<file path="src/dar_pkg.sv">
package dar_pkg;

  ////////////////////////////////////////////////////////////////////////////
  // Byte addresses
  localparam logic [3:0] ADDR_SAMPLE0     = 4'h0;
  localparam logic [3:0] ADDR_SAMPLE0_MID = 4'h1;
  localparam logic [3:0] ADDR_SAMPLE0_LSB = 4'h2;
  localparam logic [3:0] ADDR_SAMPLE1     = 4'h3;
  localparam logic [3:0] ADDR_SAMPLE1_MID = 4'h4;
  localparam logic [3:0] ADDR_SAMPLE1_LSB = 4'h5;
  localparam logic [3:0] ADDR_SNAPSHOT    = 4'h6;
  localparam logic [3:0] ADDR_SKEW        = 4'h7;
  localparam logic [3:0] ADDR_GAIN        = 4'h8;
  localparam logic [3:0] ADDR_LINK        = 4'h9;
  localparam logic [3:0] ADDR_SETUP1      = 4'hA;
  localparam logic [3:0] ADDR_SETUP2      = 4'hB;
  localparam logic [3:0] GROUP_SPAN       = 4'h2;

  ////////////////////////////////////////////////////////////////////////////
  // Reset values
  localparam logic [7:0] RST_SNAPSHOT = 8'h33;
  localparam logic [7:0] RST_SKEW     = 8'h00;
  localparam logic [7:0] RST_GAIN     = 8'h00;
  localparam logic [7:0] RST_LINK     = 8'hA3;
  localparam logic [7:0] RST_SETUP1   = 8'h10;
  localparam logic [7:0] RST_SETUP2   = 8'h0C;

  ////////////////////////////////////////////////////////////////////////////
  // Field positions
  localparam int LINK_LOOP_HI   = 7;
  localparam int LINK_LOOP_LO   = 6;
  localparam int LINK_SETTLE    = 5;
  localparam int LINK_HIZN      = 4;
  localparam int LINK_SEL_HI    = 3;
  localparam int LINK_SEL_LO    = 2;
  localparam int LINK_CTL_LO    = 2;
  localparam int SETUP1_OSR_HI  = 5;
  localparam int SETUP1_OSR_LO  = 4;
  localparam int SETUP2_RST_CH1 = 7;
  localparam int SETUP2_RST_CH0 = 6;
  localparam int SETUP2_SHD_CH1 = 5;
  localparam int SETUP2_SHD_CH0 = 4;
  localparam int GAIN_UPPER_HI  = 7;
  localparam int GAIN_UPPER_LO  = 5;
  localparam int GAIN_BIAS_CH1  = 4;
  localparam int GAIN_BIAS_CH0  = 3;
  localparam int GAIN_LOWER_HI  = 2;
  localparam int GAIN_LOWER_LO  = 0;

  ////////////////////////////////////////////////////////////////////////////
  // Codes and counts
  localparam logic [1:0] LOOP_SAME   = 2'b00;
  localparam logic [1:0] LOOP_GROUP  = 2'b01;
  localparam logic [1:0] LOOP_TYPE   = 2'b10;
  localparam logic [1:0] LOOP_MAP    = 2'b11;
  localparam logic [1:0] SEL_LINKED  = 2'b00;
  localparam logic [1:0] SEL_CH0     = 2'b01;
  localparam logic [1:0] SEL_CH1     = 2'b10;
  localparam logic [1:0] SEL_BOTH    = 2'b11;
  localparam logic [1:0] SETTLE_WORDS   = 2'h3;
  localparam logic [1:0] CORRUPT_PULSES = 2'h3;
  localparam logic [2:0] GAIN_CODE_MAX  = 3'h5;
  localparam logic [7:0] OSR_MASK_MAX   = 8'hFF;

endpackage : dar_pkg

</file>
<file path="src/dar_chan_if.sv">
`timescale 1ns/1ps
interface dar_chan_if;
  logic        awake;
  logic        settle_en;
  logic        conv_evt;
  logic        capture;
  logic        read_begin;
  logic        read_end;
  logic [23:0] sample_raw;
  logic        done;
  logic [23:0] view;

  modport top  (output awake, settle_en, conv_evt, capture, read_begin, read_end, sample_raw,
                input done, view);
  modport chan (input awake, settle_en, conv_evt, capture, read_begin, read_end, sample_raw,
                output done, view);
endinterface : dar_chan_if

</file>
<file path="src/dar_chan.sv">
`timescale 1ns/1ps
module dar_chan (
  // Clock and reset
  input wire logic clk_in,
  input wire logic rst_n_in,
  // Channel link to the register map
  dar_chan_if.chan ch
);

  logic [23:0] sync1_r;
  logic [23:0] sync2_r;
  logic [23:0] fresh_r;
  logic [23:0] hold_r;
  logic        frozen_r;
  logic [1:0]  settle_r;

  ////////////////////////////////////////////////////////////////////////////
  // Converter word enters from the analog side
  always_ff @(posedge clk_in or negedge rst_n_in) begin
    if (!rst_n_in) begin
      sync1_r <= 24'h000000;
      sync2_r <= 24'h000000;
    end else begin
      sync1_r <= ch.sample_raw;
      sync2_r <= sync1_r;
    end
  end

  // Sleeping channel never completes a conversion
  always_ff @(posedge clk_in or negedge rst_n_in) begin
    if (!rst_n_in) begin
      settle_r <= 2'h0;
    end else if (!ch.awake) begin
      settle_r <= 2'h0;
    end else if (ch.conv_evt && settle_r != dar_pkg::SETTLE_WORDS) begin
      settle_r <= settle_r + 2'h1;
    end
  end

  assign ch.done = ch.awake && ch.conv_evt &&
                   (!ch.settle_en || settle_r == dar_pkg::SETTLE_WORDS);

  ////////////////////////////////////////////////////////////////////////////
  // Two latches: fresh result, and the copy frozen for a read
  always_ff @(posedge clk_in or negedge rst_n_in) begin
    if (!rst_n_in) begin
      fresh_r <= 24'h000000;
    end else if (ch.capture) begin
      fresh_r <= sync2_r;
    end
  end

  always_ff @(posedge clk_in or negedge rst_n_in) begin
    if (!rst_n_in) begin
      hold_r   <= 24'h000000;
      frozen_r <= 1'b0;
    end else begin
      if (ch.read_begin && !frozen_r) begin
        hold_r <= fresh_r;
      end
      if (ch.read_end) begin
        frozen_r <= 1'b0;
      end else if (ch.read_begin) begin
        frozen_r <= 1'b1;
      end
    end
  end

  // A capture during a read lands in fresh_r only
  assign ch.view = frozen_r ? hold_r : fresh_r;

endmodule : dar_chan

</file>
<file path="src/dar_top.sv">
`timescale 1ns/1ps
// Notes on behaviour
// - Linked select: no ready pulse while either channel sleeps in reset or shutdown.
// - Linked select: one pulse only when both channels hold a fresh result.
// - Both-pulses select: an awake channel still pulses while the other sleeps.
// - Every location is one byte and addressable alone.
// - Channel 0 result at 0x00, channel 1 at 0x03, top byte first.
// - Snapshot 0x06, skew 0x07, gain 0x08, link 0x09, setups 0x0A and 0x0B.
// - Read counter wraps per group, per type, over whole map, or stays.
// - Result bytes are read-only and hold the latest conversion.
// - Reading freezes a result; a new conversion is kept apart meanwhile.
// - All three result bytes refresh together once per word period.
// - Snapshot holds four comparator bits per channel, resets to 0011 each.
// - Snapshot refreshes on every modulator clock cycle.
// - Writing the snapshot spoils results for the next three ready pulses.
// - Skew code is signed; positive makes channel 0 lag channel 1.
// - Delay equals the skew code times one modulator clock period.
// - Sign bit of skew moves with oversample ratio: bit 7 down to 4.
// - Amplifier codes give gains 1 to 32; codes 110 and 111 give 1.
// - Gain bits 4 and 3 double bias current of channel 1 and 0.
// - Select 01 ch0, 10 ch1, 11 both, 00 lagging channel, latched together.
// - Ready pulse is low one modulator period, once per word period; under select 11 with both awake, twice at skew beyond +-1, once for two periods at +-1.
module dar_top (
  // Clock and reset
  input  wire logic        clk_in,
  input  wire logic        rst_n_in,
  // Analog core
  input  wire logic        mod_clk_in,
  input  wire logic [3:0]  comp_upper_in,
  input  wire logic [3:0]  comp_lower_in,
  input  wire logic [23:0] sample_ch0_in,
  input  wire logic [23:0] sample_ch1_in,
  // Host byte access
  input  wire logic        acc_start_in,
  input  wire logic [3:0]  acc_addr_in,
  input  wire logic        acc_rd_in,
  input  wire logic        acc_wr_in,
  input  wire logic [7:0]  acc_wdata_in,
  input  wire logic        acc_end_in,
  output logic      [7:0]  acc_rdata_out,
  output logic             acc_rvalid_out,
  // Ready pin
  output logic             sample_ready_n_out,
  output logic             sample_ready_oe_out,
  // Analog settings
  output logic      [5:0]  amp_gain_upper_out,
  output logic      [5:0]  amp_gain_lower_out,
  output logic      [1:0]  bias_double_out,
  output logic signed [8:0] channel_delay_out,
  output logic      [1:0]  chan_awake_out,
  output logic      [1:0]  results_spoiled_out
);

  dar_chan_if c0 ();
  dar_chan_if c1 ();

  logic        mclk_s1_r;
  logic        mclk_s2_r;
  logic        mclk_s3_r;
  logic [3:0]  comp_up_s1_r;
  logic [3:0]  comp_up_s2_r;
  logic [3:0]  comp_lo_s1_r;
  logic [3:0]  comp_lo_s2_r;
  logic [7:0]  snapshot_r;
  logic [7:0]  skew_r;
  logic [7:0]  gain_r;
  logic [7:2]  link_ctl_r;
  logic [1:0]  status_r;
  logic [7:0]  setup1_r;
  logic [7:0]  setup2_r;
  logic [3:0]  addr_r;
  logic [7:0]  word_cnt_r;
  logic [1:0]  pend_r;
  logic [1:0]  spoil_r;
  logic        ready_n_nxt;

  logic        tick;
  logic        wr_hit;
  logic        rd_hit;
  logic [1:0]  osr_code;
  logic [7:0]  osr_mask;
  logic signed [8:0] skew_ext;
  logic [1:0]  sel;
  logic        linked;
  logic [1:0]  done;
  logic        both_ready;
  logic        ready_evt;
  logic [1:0]  ev_chan;
  logic [7:0]  rd_mux;

  ////////////////////////////////////////////////////////////////////////////
  // Inputs from outside the clock domain
  always_ff @(posedge clk_in or negedge rst_n_in) begin
    if (!rst_n_in) begin
      mclk_s1_r    <= 1'b0;
      mclk_s2_r    <= 1'b0;
      mclk_s3_r    <= 1'b0;
      comp_up_s1_r <= 4'h0;
      comp_up_s2_r <= 4'h0;
      comp_lo_s1_r <= 4'h0;
      comp_lo_s2_r <= 4'h0;
    end else begin
      mclk_s1_r    <= mod_clk_in;
      mclk_s2_r    <= mclk_s1_r;
      mclk_s3_r    <= mclk_s2_r;
      comp_up_s1_r <= comp_upper_in;
      comp_up_s2_r <= comp_up_s1_r;
      comp_lo_s1_r <= comp_lower_in;
      comp_lo_s2_r <= comp_lo_s1_r;
    end
  end

  // Rising modulator edge, one cycle enable
  assign tick = mclk_s2_r & ~mclk_s3_r;

  ////////////////////////////////////////////////////////////////////////////
  // Address counter
  function automatic logic [3:0] next_addr(input logic [3:0] a, input logic [1:0] loop);
    logic [3:0] inc;
    inc = a + 4'h1;
    case (loop)
      dar_pkg::LOOP_GROUP: begin
        if (a == dar_pkg::ADDR_SAMPLE0_LSB || a == dar_pkg::ADDR_SAMPLE1_LSB ||
            a == dar_pkg::ADDR_GAIN || a == dar_pkg::ADDR_SETUP2) begin
          next_addr = a - dar_pkg::GROUP_SPAN;
        end else begin
          next_addr = inc;
        end
      end
      dar_pkg::LOOP_TYPE: begin
        if (a == dar_pkg::ADDR_SAMPLE1_LSB) begin
          next_addr = dar_pkg::ADDR_SAMPLE0;
        end else if (a == dar_pkg::ADDR_SETUP2) begin
          next_addr = dar_pkg::ADDR_SNAPSHOT;
        end else begin
          next_addr = inc;
        end
      end
      dar_pkg::LOOP_MAP: begin
        next_addr = (a >= dar_pkg::ADDR_SETUP2) ? dar_pkg::ADDR_SAMPLE0 : inc;
      end
      default: begin
        next_addr = a;
      end
    endcase
  endfunction : next_addr

  always_ff @(posedge clk_in or negedge rst_n_in) begin
    if (!rst_n_in) begin
      addr_r <= dar_pkg::ADDR_SAMPLE0;
    end else if (acc_start_in) begin
      addr_r <= acc_addr_in;
    end else if (acc_rd_in || acc_wr_in) begin
      addr_r <= next_addr(addr_r, link_ctl_r[dar_pkg::LINK_LOOP_HI:dar_pkg::LINK_LOOP_LO]);
    end
  end

  assign wr_hit = acc_wr_in && !acc_start_in;
  assign rd_hit = acc_rd_in && !acc_start_in;

  ////////////////////////////////////////////////////////////////////////////
  // Writable registers; result bytes and unmapped bytes ignore writes
  always_ff @(posedge clk_in or negedge rst_n_in) begin
    if (!rst_n_in) begin
      skew_r     <= dar_pkg::RST_SKEW;
      gain_r     <= dar_pkg::RST_GAIN;
      link_ctl_r <= dar_pkg::RST_LINK[7:2];
      setup1_r   <= dar_pkg::RST_SETUP1;
      setup2_r   <= dar_pkg::RST_SETUP2;
    end else if (wr_hit) begin
      case (addr_r)
        dar_pkg::ADDR_SKEW:   skew_r     <= acc_wdata_in;
        dar_pkg::ADDR_GAIN:   gain_r     <= acc_wdata_in;
        dar_pkg::ADDR_LINK:   link_ctl_r <= acc_wdata_in[7:dar_pkg::LINK_CTL_LO];
        dar_pkg::ADDR_SETUP1: setup1_r   <= acc_wdata_in;
        dar_pkg::ADDR_SETUP2: setup2_r   <= acc_wdata_in;
        default: begin
        end
      endcase
    end
  end

  // Host write wins for the cycle, next modulator edge overwrites it
  always_ff @(posedge clk_in or negedge rst_n_in) begin
    if (!rst_n_in) begin
      snapshot_r <= dar_pkg::RST_SNAPSHOT;
    end else if (wr_hit && addr_r == dar_pkg::ADDR_SNAPSHOT) begin
      snapshot_r <= acc_wdata_in;
    end else if (tick) begin
      snapshot_r <= {comp_up_s2_r, comp_lo_s2_r};
    end
  end

  ////////////////////////////////////////////////////////////////////////////
  // Word period and channel skew
  assign osr_code = setup1_r[dar_pkg::SETUP1_OSR_HI:dar_pkg::SETUP1_OSR_LO];
  assign osr_mask = dar_pkg::OSR_MASK_MAX >> (2'h3 - osr_code);

  always_comb begin
    case (osr_code)
      2'h3:    skew_ext = {skew_r[7], skew_r};
      2'h2:    skew_ext = {{3{skew_r[6]}}, skew_r[5:0]};
      2'h1:    skew_ext = {{4{skew_r[5]}}, skew_r[4:0]};
      default: skew_ext = {{5{skew_r[4]}}, skew_r[3:0]};
    endcase
  end

  // Shrinking the ratio mid-period must not strand the counter
  always_ff @(posedge clk_in or negedge rst_n_in) begin
    if (!rst_n_in) begin
      word_cnt_r <= 8'h00;
    end else if (tick) begin
      word_cnt_r <= (word_cnt_r >= osr_mask) ? 8'h00 : word_cnt_r + 8'h01;
    end
  end

  // Channel 1 converts at count 0; channel 0 later by the signed skew
  assign c1.conv_evt = tick && word_cnt_r == 8'h00;
  assign c0.conv_evt = tick && word_cnt_r == (skew_ext[7:0] & osr_mask);

  ////////////////////////////////////////////////////////////////////////////
  // Channel latches
  assign c0.awake      = ~setup2_r[dar_pkg::SETUP2_RST_CH0] & ~setup2_r[dar_pkg::SETUP2_SHD_CH0];
  assign c1.awake      = ~setup2_r[dar_pkg::SETUP2_RST_CH1] & ~setup2_r[dar_pkg::SETUP2_SHD_CH1];
  assign c0.settle_en  = link_ctl_r[dar_pkg::LINK_SETTLE];
  assign c1.settle_en  = link_ctl_r[dar_pkg::LINK_SETTLE];
  assign c0.sample_raw = sample_ch0_in;
  assign c1.sample_raw = sample_ch1_in;

  assign c0.read_begin = rd_hit && addr_r <= dar_pkg::ADDR_SAMPLE0_LSB;
  assign c1.read_begin = rd_hit && addr_r >= dar_pkg::ADDR_SAMPLE1 &&
                         addr_r <= dar_pkg::ADDR_SAMPLE1_LSB;
  assign c0.read_end   = acc_end_in || (rd_hit && addr_r == dar_pkg::ADDR_SAMPLE0_LSB);
  assign c1.read_end   = acc_end_in || (rd_hit && addr_r == dar_pkg::ADDR_SAMPLE1_LSB);

  dar_chan u_chan0 (
    .clk_in   (clk_in),
    .rst_n_in (rst_n_in),
    .ch       (c0)
  );

  dar_chan u_chan1 (
    .clk_in   (clk_in),
    .rst_n_in (rst_n_in),
    .ch       (c1)
  );

  ////////////////////////////////////////////////////////////////////////////
  // Ready qualification
  assign sel        = link_ctl_r[dar_pkg::LINK_SEL_HI:dar_pkg::LINK_SEL_LO];
  assign linked     = sel == dar_pkg::SEL_LINKED;
  assign done       = {c1.done, c0.done};
  assign both_ready = c0.awake && c1.awake &&
                      (pend_r[0] | done[0]) && (pend_r[1] | done[1]);

  // Pending flags collect the leading channel until the lagging one lands
  always_ff @(posedge clk_in or negedge rst_n_in) begin
    if (!rst_n_in) begin
      pend_r <= 2'b00;
    end else if (!linked || !c0.awake || !c1.awake || both_ready) begin
      pend_r <= 2'b00;
    end else begin
      pend_r <= pend_r | done;
    end
  end

  always_comb begin
    case (sel)
      dar_pkg::SEL_CH0:  ready_evt = done[0];
      dar_pkg::SEL_CH1:  ready_evt = done[1];
      dar_pkg::SEL_BOTH: ready_evt = done[0] | done[1];
      default:           ready_evt = both_ready;
    endcase
  end

  // Linked select latches both results on the lagging event
  assign ev_chan    = linked ? {both_ready, both_ready} : done;
  assign c0.capture = ev_chan[0];
  assign c1.capture = ev_chan[1];

  // Status read sets, channel event clears; the event is never lost
  always_ff @(posedge clk_in or negedge rst_n_in) begin
    if (!rst_n_in) begin
      status_r <= dar_pkg::RST_LINK[1:0];
    end else begin
      status_r <= (status_r | {2{rd_hit && addr_r == dar_pkg::ADDR_LINK}}) & ~ev_chan;
    end
  end

  // Pulse starts on a modulator edge, ends on the next one
  always_comb begin
    if (ready_evt) begin
      ready_n_nxt = 1'b0;
    end else if (tick) begin
      ready_n_nxt = 1'b1;
    end else begin
      ready_n_nxt = sample_ready_n_out;
    end
  end

  always_ff @(posedge clk_in or negedge rst_n_in) begin
    if (!rst_n_in) begin
      sample_ready_n_out  <= 1'b1;
      sample_ready_oe_out <= 1'b0;
    end else begin
      sample_ready_n_out  <= ready_n_nxt;
      sample_ready_oe_out <= !ready_n_nxt || link_ctl_r[dar_pkg::LINK_HIZN];
    end
  end

  always_ff @(posedge clk_in or negedge rst_n_in) begin
    if (!rst_n_in) begin
      spoil_r <= 2'h0;
    end else if (wr_hit && addr_r == dar_pkg::ADDR_SNAPSHOT) begin
      spoil_r <= dar_pkg::CORRUPT_PULSES;
    end else if (ready_evt && spoil_r != 2'h0) begin
      spoil_r <= spoil_r - 2'h1;
    end
  end

  ////////////////////////////////////////////////////////////////////////////
  // Read data
  always_comb begin
    case (addr_r)
      dar_pkg::ADDR_SAMPLE0:     rd_mux = c0.view[23:16];
      dar_pkg::ADDR_SAMPLE0_MID: rd_mux = c0.view[15:8];
      dar_pkg::ADDR_SAMPLE0_LSB: rd_mux = c0.view[7:0];
      dar_pkg::ADDR_SAMPLE1:     rd_mux = c1.view[23:16];
      dar_pkg::ADDR_SAMPLE1_MID: rd_mux = c1.view[15:8];
      dar_pkg::ADDR_SAMPLE1_LSB: rd_mux = c1.view[7:0];
      dar_pkg::ADDR_SNAPSHOT:    rd_mux = snapshot_r;
      dar_pkg::ADDR_SKEW:        rd_mux = skew_r;
      dar_pkg::ADDR_GAIN:        rd_mux = gain_r;
      dar_pkg::ADDR_LINK:        rd_mux = {link_ctl_r, status_r};
      dar_pkg::ADDR_SETUP1:      rd_mux = setup1_r;
      dar_pkg::ADDR_SETUP2:      rd_mux = setup2_r;
      default:                   rd_mux = 8'h00;
    endcase
  end

  always_ff @(posedge clk_in or negedge rst_n_in) begin
    if (!rst_n_in) begin
      acc_rdata_out  <= 8'h00;
      acc_rvalid_out <= 1'b0;
    end else begin
      acc_rvalid_out <= rd_hit;
      if (rd_hit) begin
        acc_rdata_out <= rd_mux;
      end
    end
  end

  ////////////////////////////////////////////////////////////////////////////
  // Analog settings
  function automatic logic [5:0] gain_of(input logic [2:0] code);
    gain_of = (code <= dar_pkg::GAIN_CODE_MAX) ? (6'h01 << code) : 6'h01;
  endfunction : gain_of

  always_ff @(posedge clk_in or negedge rst_n_in) begin
    if (!rst_n_in) begin
      amp_gain_upper_out  <= 6'h01;
      amp_gain_lower_out  <= 6'h01;
      bias_double_out     <= 2'h0;
      channel_delay_out   <= 9'sh000;
      chan_awake_out      <= 2'h0;
      results_spoiled_out <= 2'h0;
    end else begin
      amp_gain_upper_out  <= gain_of(gain_r[dar_pkg::GAIN_UPPER_HI:dar_pkg::GAIN_UPPER_LO]);
      amp_gain_lower_out  <= gain_of(gain_r[dar_pkg::GAIN_LOWER_HI:dar_pkg::GAIN_LOWER_LO]);
      bias_double_out     <= {gain_r[dar_pkg::GAIN_BIAS_CH1], gain_r[dar_pkg::GAIN_BIAS_CH0]};
      channel_delay_out   <= skew_ext;
      chan_awake_out      <= {c1.awake, c0.awake};
      results_spoiled_out <= spoil_r;
    end
  end

endmodule : dar_top

</file>
<file path="config.mk">
export PLATFORM = sky130hd
export DESIGN_NAME = dar_top
export DESIGN_NICKNAME = d
export VERILOG_FILES = /design/src/dar_pkg.sv /design/src/dar_chan_if.sv /design/src/dar_chan.sv /design/src/dar_top.sv
export SDC_FILE = /design/constraint.sdc
export NUM_CORES = 1
export LEC_CHECK = 0
export BUFFER_PORTS_ARGS = -buffer_cell sky130_fd_sc_hd__buf_2
export CAP_MARGIN = 15
export CORE_ASPECT_RATIO = 1.1
export CORE_UTILIZATION = 35
export CTS_CLUSTER_SIZE = 40
export DETAILED_ROUTE_END_ITERATION = 8
export PLACE_DENSITY = 0.51
export SLEW_MARGIN = 20
export SYNTH_ARGS = -nofsm -noshare
export SYNTH_HDL_FRONTEND = slang
export SYNTH_SLANG_ARGS = --single-unit
</file>
<file path="constraint.sdc">
create_clock -name clk_in -period 2.2 [get_ports clk_in]
set_input_delay 0.11 -clock clk_in [delete_from_list [all_inputs] [get_ports clk_in]]
set_output_delay 0.11 -clock clk_in [all_outputs]
set_load 0.1 [all_outputs]
</file>
==> results.tsv <==
stage	metric	value	unit
run_status	run status	finished, violations left	
run_status	failing checks	negative setup slack	
logic_synthesis	proportion of synthesized area in mux cells	16.9	%
finish	Syn-to-layout area delta	31.8	%
logic_synthesis	syn_area_per_cell	13.8	um^2
route	drt total wl	31100	um
finish	Layout Nets	1274	
floorplan	die height	200	um
finish	antenna diode count	0	
sta	endpoints failing hold	0	
logic_synthesis	syn_nets	993	
global_routing	first-pass GRT wire length	48000	um
logic_synthesis	post-synthesis cell count	903	
power	Worst VDD drop	0.693	mV
route	initial drt markers	356	
floorplan	Initial Utilization	35.5	%
worst_hold_path	worst hold-check path type	input pin to register	
run	max cap viols	0	
route	drt via density	4.87	
worst_setup_path	Setup crit end kind	register	
logic_synthesis	compound-cell area share of the yosys netlist	7.59	%
logic_synthesis	Synth Register Bits	318	
worst_setup_path	delay of the slowest critical-path stage	0.56	ns
worst_setup_path	Crit-path slowest cell	dfstp_2	
floorplan	Die X	182	um
logic_synthesis	Post-Synth XOR/XNOR Area	0.635	%
route	Routed WL per cell	18.9	um
worst_hold_path	Endpoint, Worst Hold	addr_r[1]	
finish	layout cells sized above 1	36.5	%
clock_tree	# H-tree levels	2	
worst_setup_path	Crit path depth	8	
route	vias post-DR	8041	
clock_tree	Clock Latency Late Sink	0.52	ns
logic_synthesis	Netlist Area Pre-Place	12400	um^2
global_routing	antenna violations before repair	0	
sta	setup violators final	42	
worst_setup_path	Setup CP Type	register to register	
floorplan	Boundary Pins	113	
floorplan	CORE AREA	35000	um^2
sta	fin. max-slew vios	0	
worst_setup_path	Worst setup SP type	register	
finish	post-route insts no fill	1650	
route	drt pass-1 iters	5	
logic_synthesis	post-synth cell types	65	
global_routing	global route overflow	0	
global_routing	pin count of the biggest net entering global routing	76	
clock_tree	root buffer cell	clkbuf_16	
logic_synthesis	EDFF count, synth	0	
clock_tree	CTS tree	yes	
logic_synthesis	Synth Area in Simple Gates	6.88	%
worst_setup_path	CP delay by family, top	flip-flops	
sta	worst-margin pin slew	0.614	ns
worst_setup_path	CP required	2.59	ns
logic_synthesis	warnings from Yosys	0	
sta	Fin Setup TNS	-2.51	ns
placement	Post-DP Area	14300	um^2
sta	RSZ-0062 raised after global routing	true	
worst_setup_path	r2r endpoint	u_chan0.fresh_r[13]	
worst_setup_path	CP Max Fanout	12	
placement	routability cong.	0.844	
clock_tree	Num CTS Buffers	36	
worst_setup_path	worst path bufs/invs	2	
logic_synthesis	main combinational cell family by area after synthesis	multiplexers	
sta	Setup WS post-layout	-0.117	ns
worst_setup_path	worst path cell trace	nand2_4 > a221o_1 > nor3_4 > nand3_2 > a22oi_4 > buf_12 > clkbuf_16 > mux2_1	
sta	Rel. slew slack	59.1	%
finish	final design area excluding fillers	16400	um^2
floorplan	Row Count	72	
sta	clock skew	0.0188	ns
power	Leak Pwr	0.00744	uW
logic_synthesis	Post-Synth Adder-Cell Area	1.51	%
worst_setup_path	Worst Reg-to-Reg Cells	8	
clock_tree	CTS max path bufs	3	
sta	Max Clk Rate	432	MHz
placement	number of port buffers	112	
clock_tree	clk slew on worst S/H paths	0.06	ns
worst_hold_path	min-delay src	acc_addr_in[1]	
logic_synthesis	Synth async-reset ratio	100	%
placement	hpwl dp	21900	um
route	DRC violations left	0	
sta	Min Clock Period, post-route	2.32	ns
sta	crit share post-route	105	%
worst_setup_path	critical path arrival	2.71	ns
route	Post-DRT Antenna Nets	0	
worst_setup_path	flop2flop setup slack	-0.12	ns
global_routing	vias in the first global route	8162	
finish	Final Util	46.7	%
placement	DP Cell Count	1510	
logic_synthesis	sequential area share after synthesis	64.2	%
sta	WHS	0.0754	ns
worst_setup_path	worst r2r src	setup1_r[4]	
floorplan	Total Die Area	36300	um^2
worst_hold_path	hold depth	4	
power	Pwr Density	1330	nW/um^2
clock_tree	TritonCTS sink count	318	
logic_synthesis	ys flop type	dfrtp_1	
global_routing	GRT Overall Usage	17.4	%
## per-layer routing
metal	GRT usage (%)	wire, um	vias to the layer above
met5	0	0	-
met4	6.12	850	0
met3	2.52	1280	54
met2	28.8	14800	157
met1	23.5	14200	4061
li1	-	-	3769
## how the worst max path moves through the flow
stage	slack, ns	endpoint	start
floorplan	-0.12	u_chan0.fresh_r[10]	setup1_r[4]
global placement	-0.15	u_chan1.fresh_r[17]	word_cnt_r[0]
detailed placement	-0.18	u_chan1.fresh_r[19]	word_cnt_r[0]
CTS	-0.1	u_chan0.fresh_r[19]	word_cnt_r[0]
global route	-0.20	u_chan0.fresh_r[10]	word_cnt_r[1]
finish	-0.12	u_chan0.fresh_r[13]	setup1_r[4]
## report_power, final
| part | internal [uW] | switching [uW] | total, uW |
|---|---|---|---|
| registers | 7470 | 1180 | 8660 |
| clock network | 3360 | 2260 | 5620 |
| logic | 2930 | 4580 | 7520 |
| total | 13800 | 8020 | 21800 |
## metrics by stage
stage	total power [uW]	setup slack, ns
finish	21800	-0.117
global route	22900	-0.201
CTS	21800	-0.0990
detailed placement	15900	-0.178
global placement	15800	-0.148
floorplan	13400	-0.121
## layout make-up
| cell class | count | area [um^2] |
|---|---|---|
| fill | 3135 | 18700 |
| sequential | 318 | 7980 |
| multi-input combinational | 522 | 4390 |
| timing repair buffer | 290 | 2300 |
| clock buffer | 54 | 1000 |
| tap | 444 | 556 |
| clock inverter | 6 | 88.8 |
| inverter | 16 | 60.1 |
## cell usage in the layout, fill, tap and decap left out, drive strengths merged, types with 3 or more instances in the layout
| cell type | n |
|---|---|
| nor4 | 6 |
| ha | 15 |
| o211ai | 7 |
| nand3 | 6 |
| and3b | 4 |
| nor2 | 41 |
| nor2b | 9 |
| inv | 15 |
| o22ai | 3 |
| o2bb2ai | 3 |
| nor3b | 7 |
| a211oi | 4 |
| a21oi | 19 |
| nor3 | 13 |
| o21ai | 50 |
| a221oi | 11 |
| mux2i | 53 |
| dfstp | 14 |
| nand2b | 8 |
| dfrtp | 304 |
| a21o | 4 |
| and2 | 9 |
| a221o | 5 |
| clkinv | 3 |
| buf | 218 |
| dlygate4sd3 | 70 |
| a31oi | 8 |
| mux2 | 136 |
| xnor2 | 6 |
| nand2 | 56 |
| xor2 | 3 |
| a22oi | 6 |
| clkbuf | 56 |
## repair_timing
| action | 4_1_cts | 5_1_grt |
|---|---|---|
| endpoints found under the setup margin | 51 | 60 |
| setup buffers | 1 | 7 |
| pin swaps | 2 | 5 |
| gates cloned | 0 | 2 |
| hold endpoints to repair | 165 | 0 |
| hold buffers | 70 | 0 |
| gates resized for setup | 9 | 42 |
## kinds of logic (layout without fill, tap and decap cells)
family	Yosys count	count (layout)
compound gates	138	138
xor+xnor	9	9
fa+ha+maj	15	15
buf+inv	63	366
flops	318	318
mux	189	189
simple gates	171	171
## sequential cells by signal, indices dropped and copies added, names as in the netlist, 6 cells and up
signal and flops:
word_cnt_r 8, amp_gain_upper_out 6, setup2_r 8, u_chan1.hold_r 24
acc_rdata_out 8, u_chan0.fresh_r 24, link_ctl_r 6, u_chan0.hold_r 24
gain_r 8, setup1_r 8, snapshot_r 8, u_chan0.sync1_r 24
skew_r 8, channel_delay_out 8, u_chan0.sync2_r 24, u_chan1.sync2_r 24
u_chan1.fresh_r 24, amp_gain_lower_out 6, u_chan1.sync1_r 24
## cells in the mapped netlist (4+ instances only)
cell type	n	area share, %
and2_1	9	0.45
nor3b_1	7	0.42
mux2i_1	53	4.3
a31oi_1	7	0.35
a221oi_1	11	0.78
mux2_4	10	1.2
a21o_1	4	0.24
dfrtp_1	304	61
dfstp_2	14	3.0
o21ai_0	49	2.0
nor3_1	12	0.48
a221o_1	5	0.40
a211oi_1	4	0.24
inv_1	15	0.45
nand2_1	55	1.7
mux2_1	28	2.5
nand3_1	6	0.24
clkbuf_1	32	0.97
nor2_1	41	1.2
nor4_1	4	0.20
o211ai_1	7	0.42
a21oi_1	19	0.77
ha_1	15	1.5
buf_2	5	0.20
nand2b_1	8	0.40
buf_6	4	0.36
a22oi_1	5	0.30
nor2b_1	9	0.45
mux2_2	98	8.9
and3b_1	4	0.28
xnor2_1	6	0.42
## worst min-delay path, delay by kind of cell
family	cells	cell delay, ns
compound gates	2	0.27
buf+inv	1	0.08
simple gates	1	0.08
Note: power is estimated with default switching activity, not from simulation.
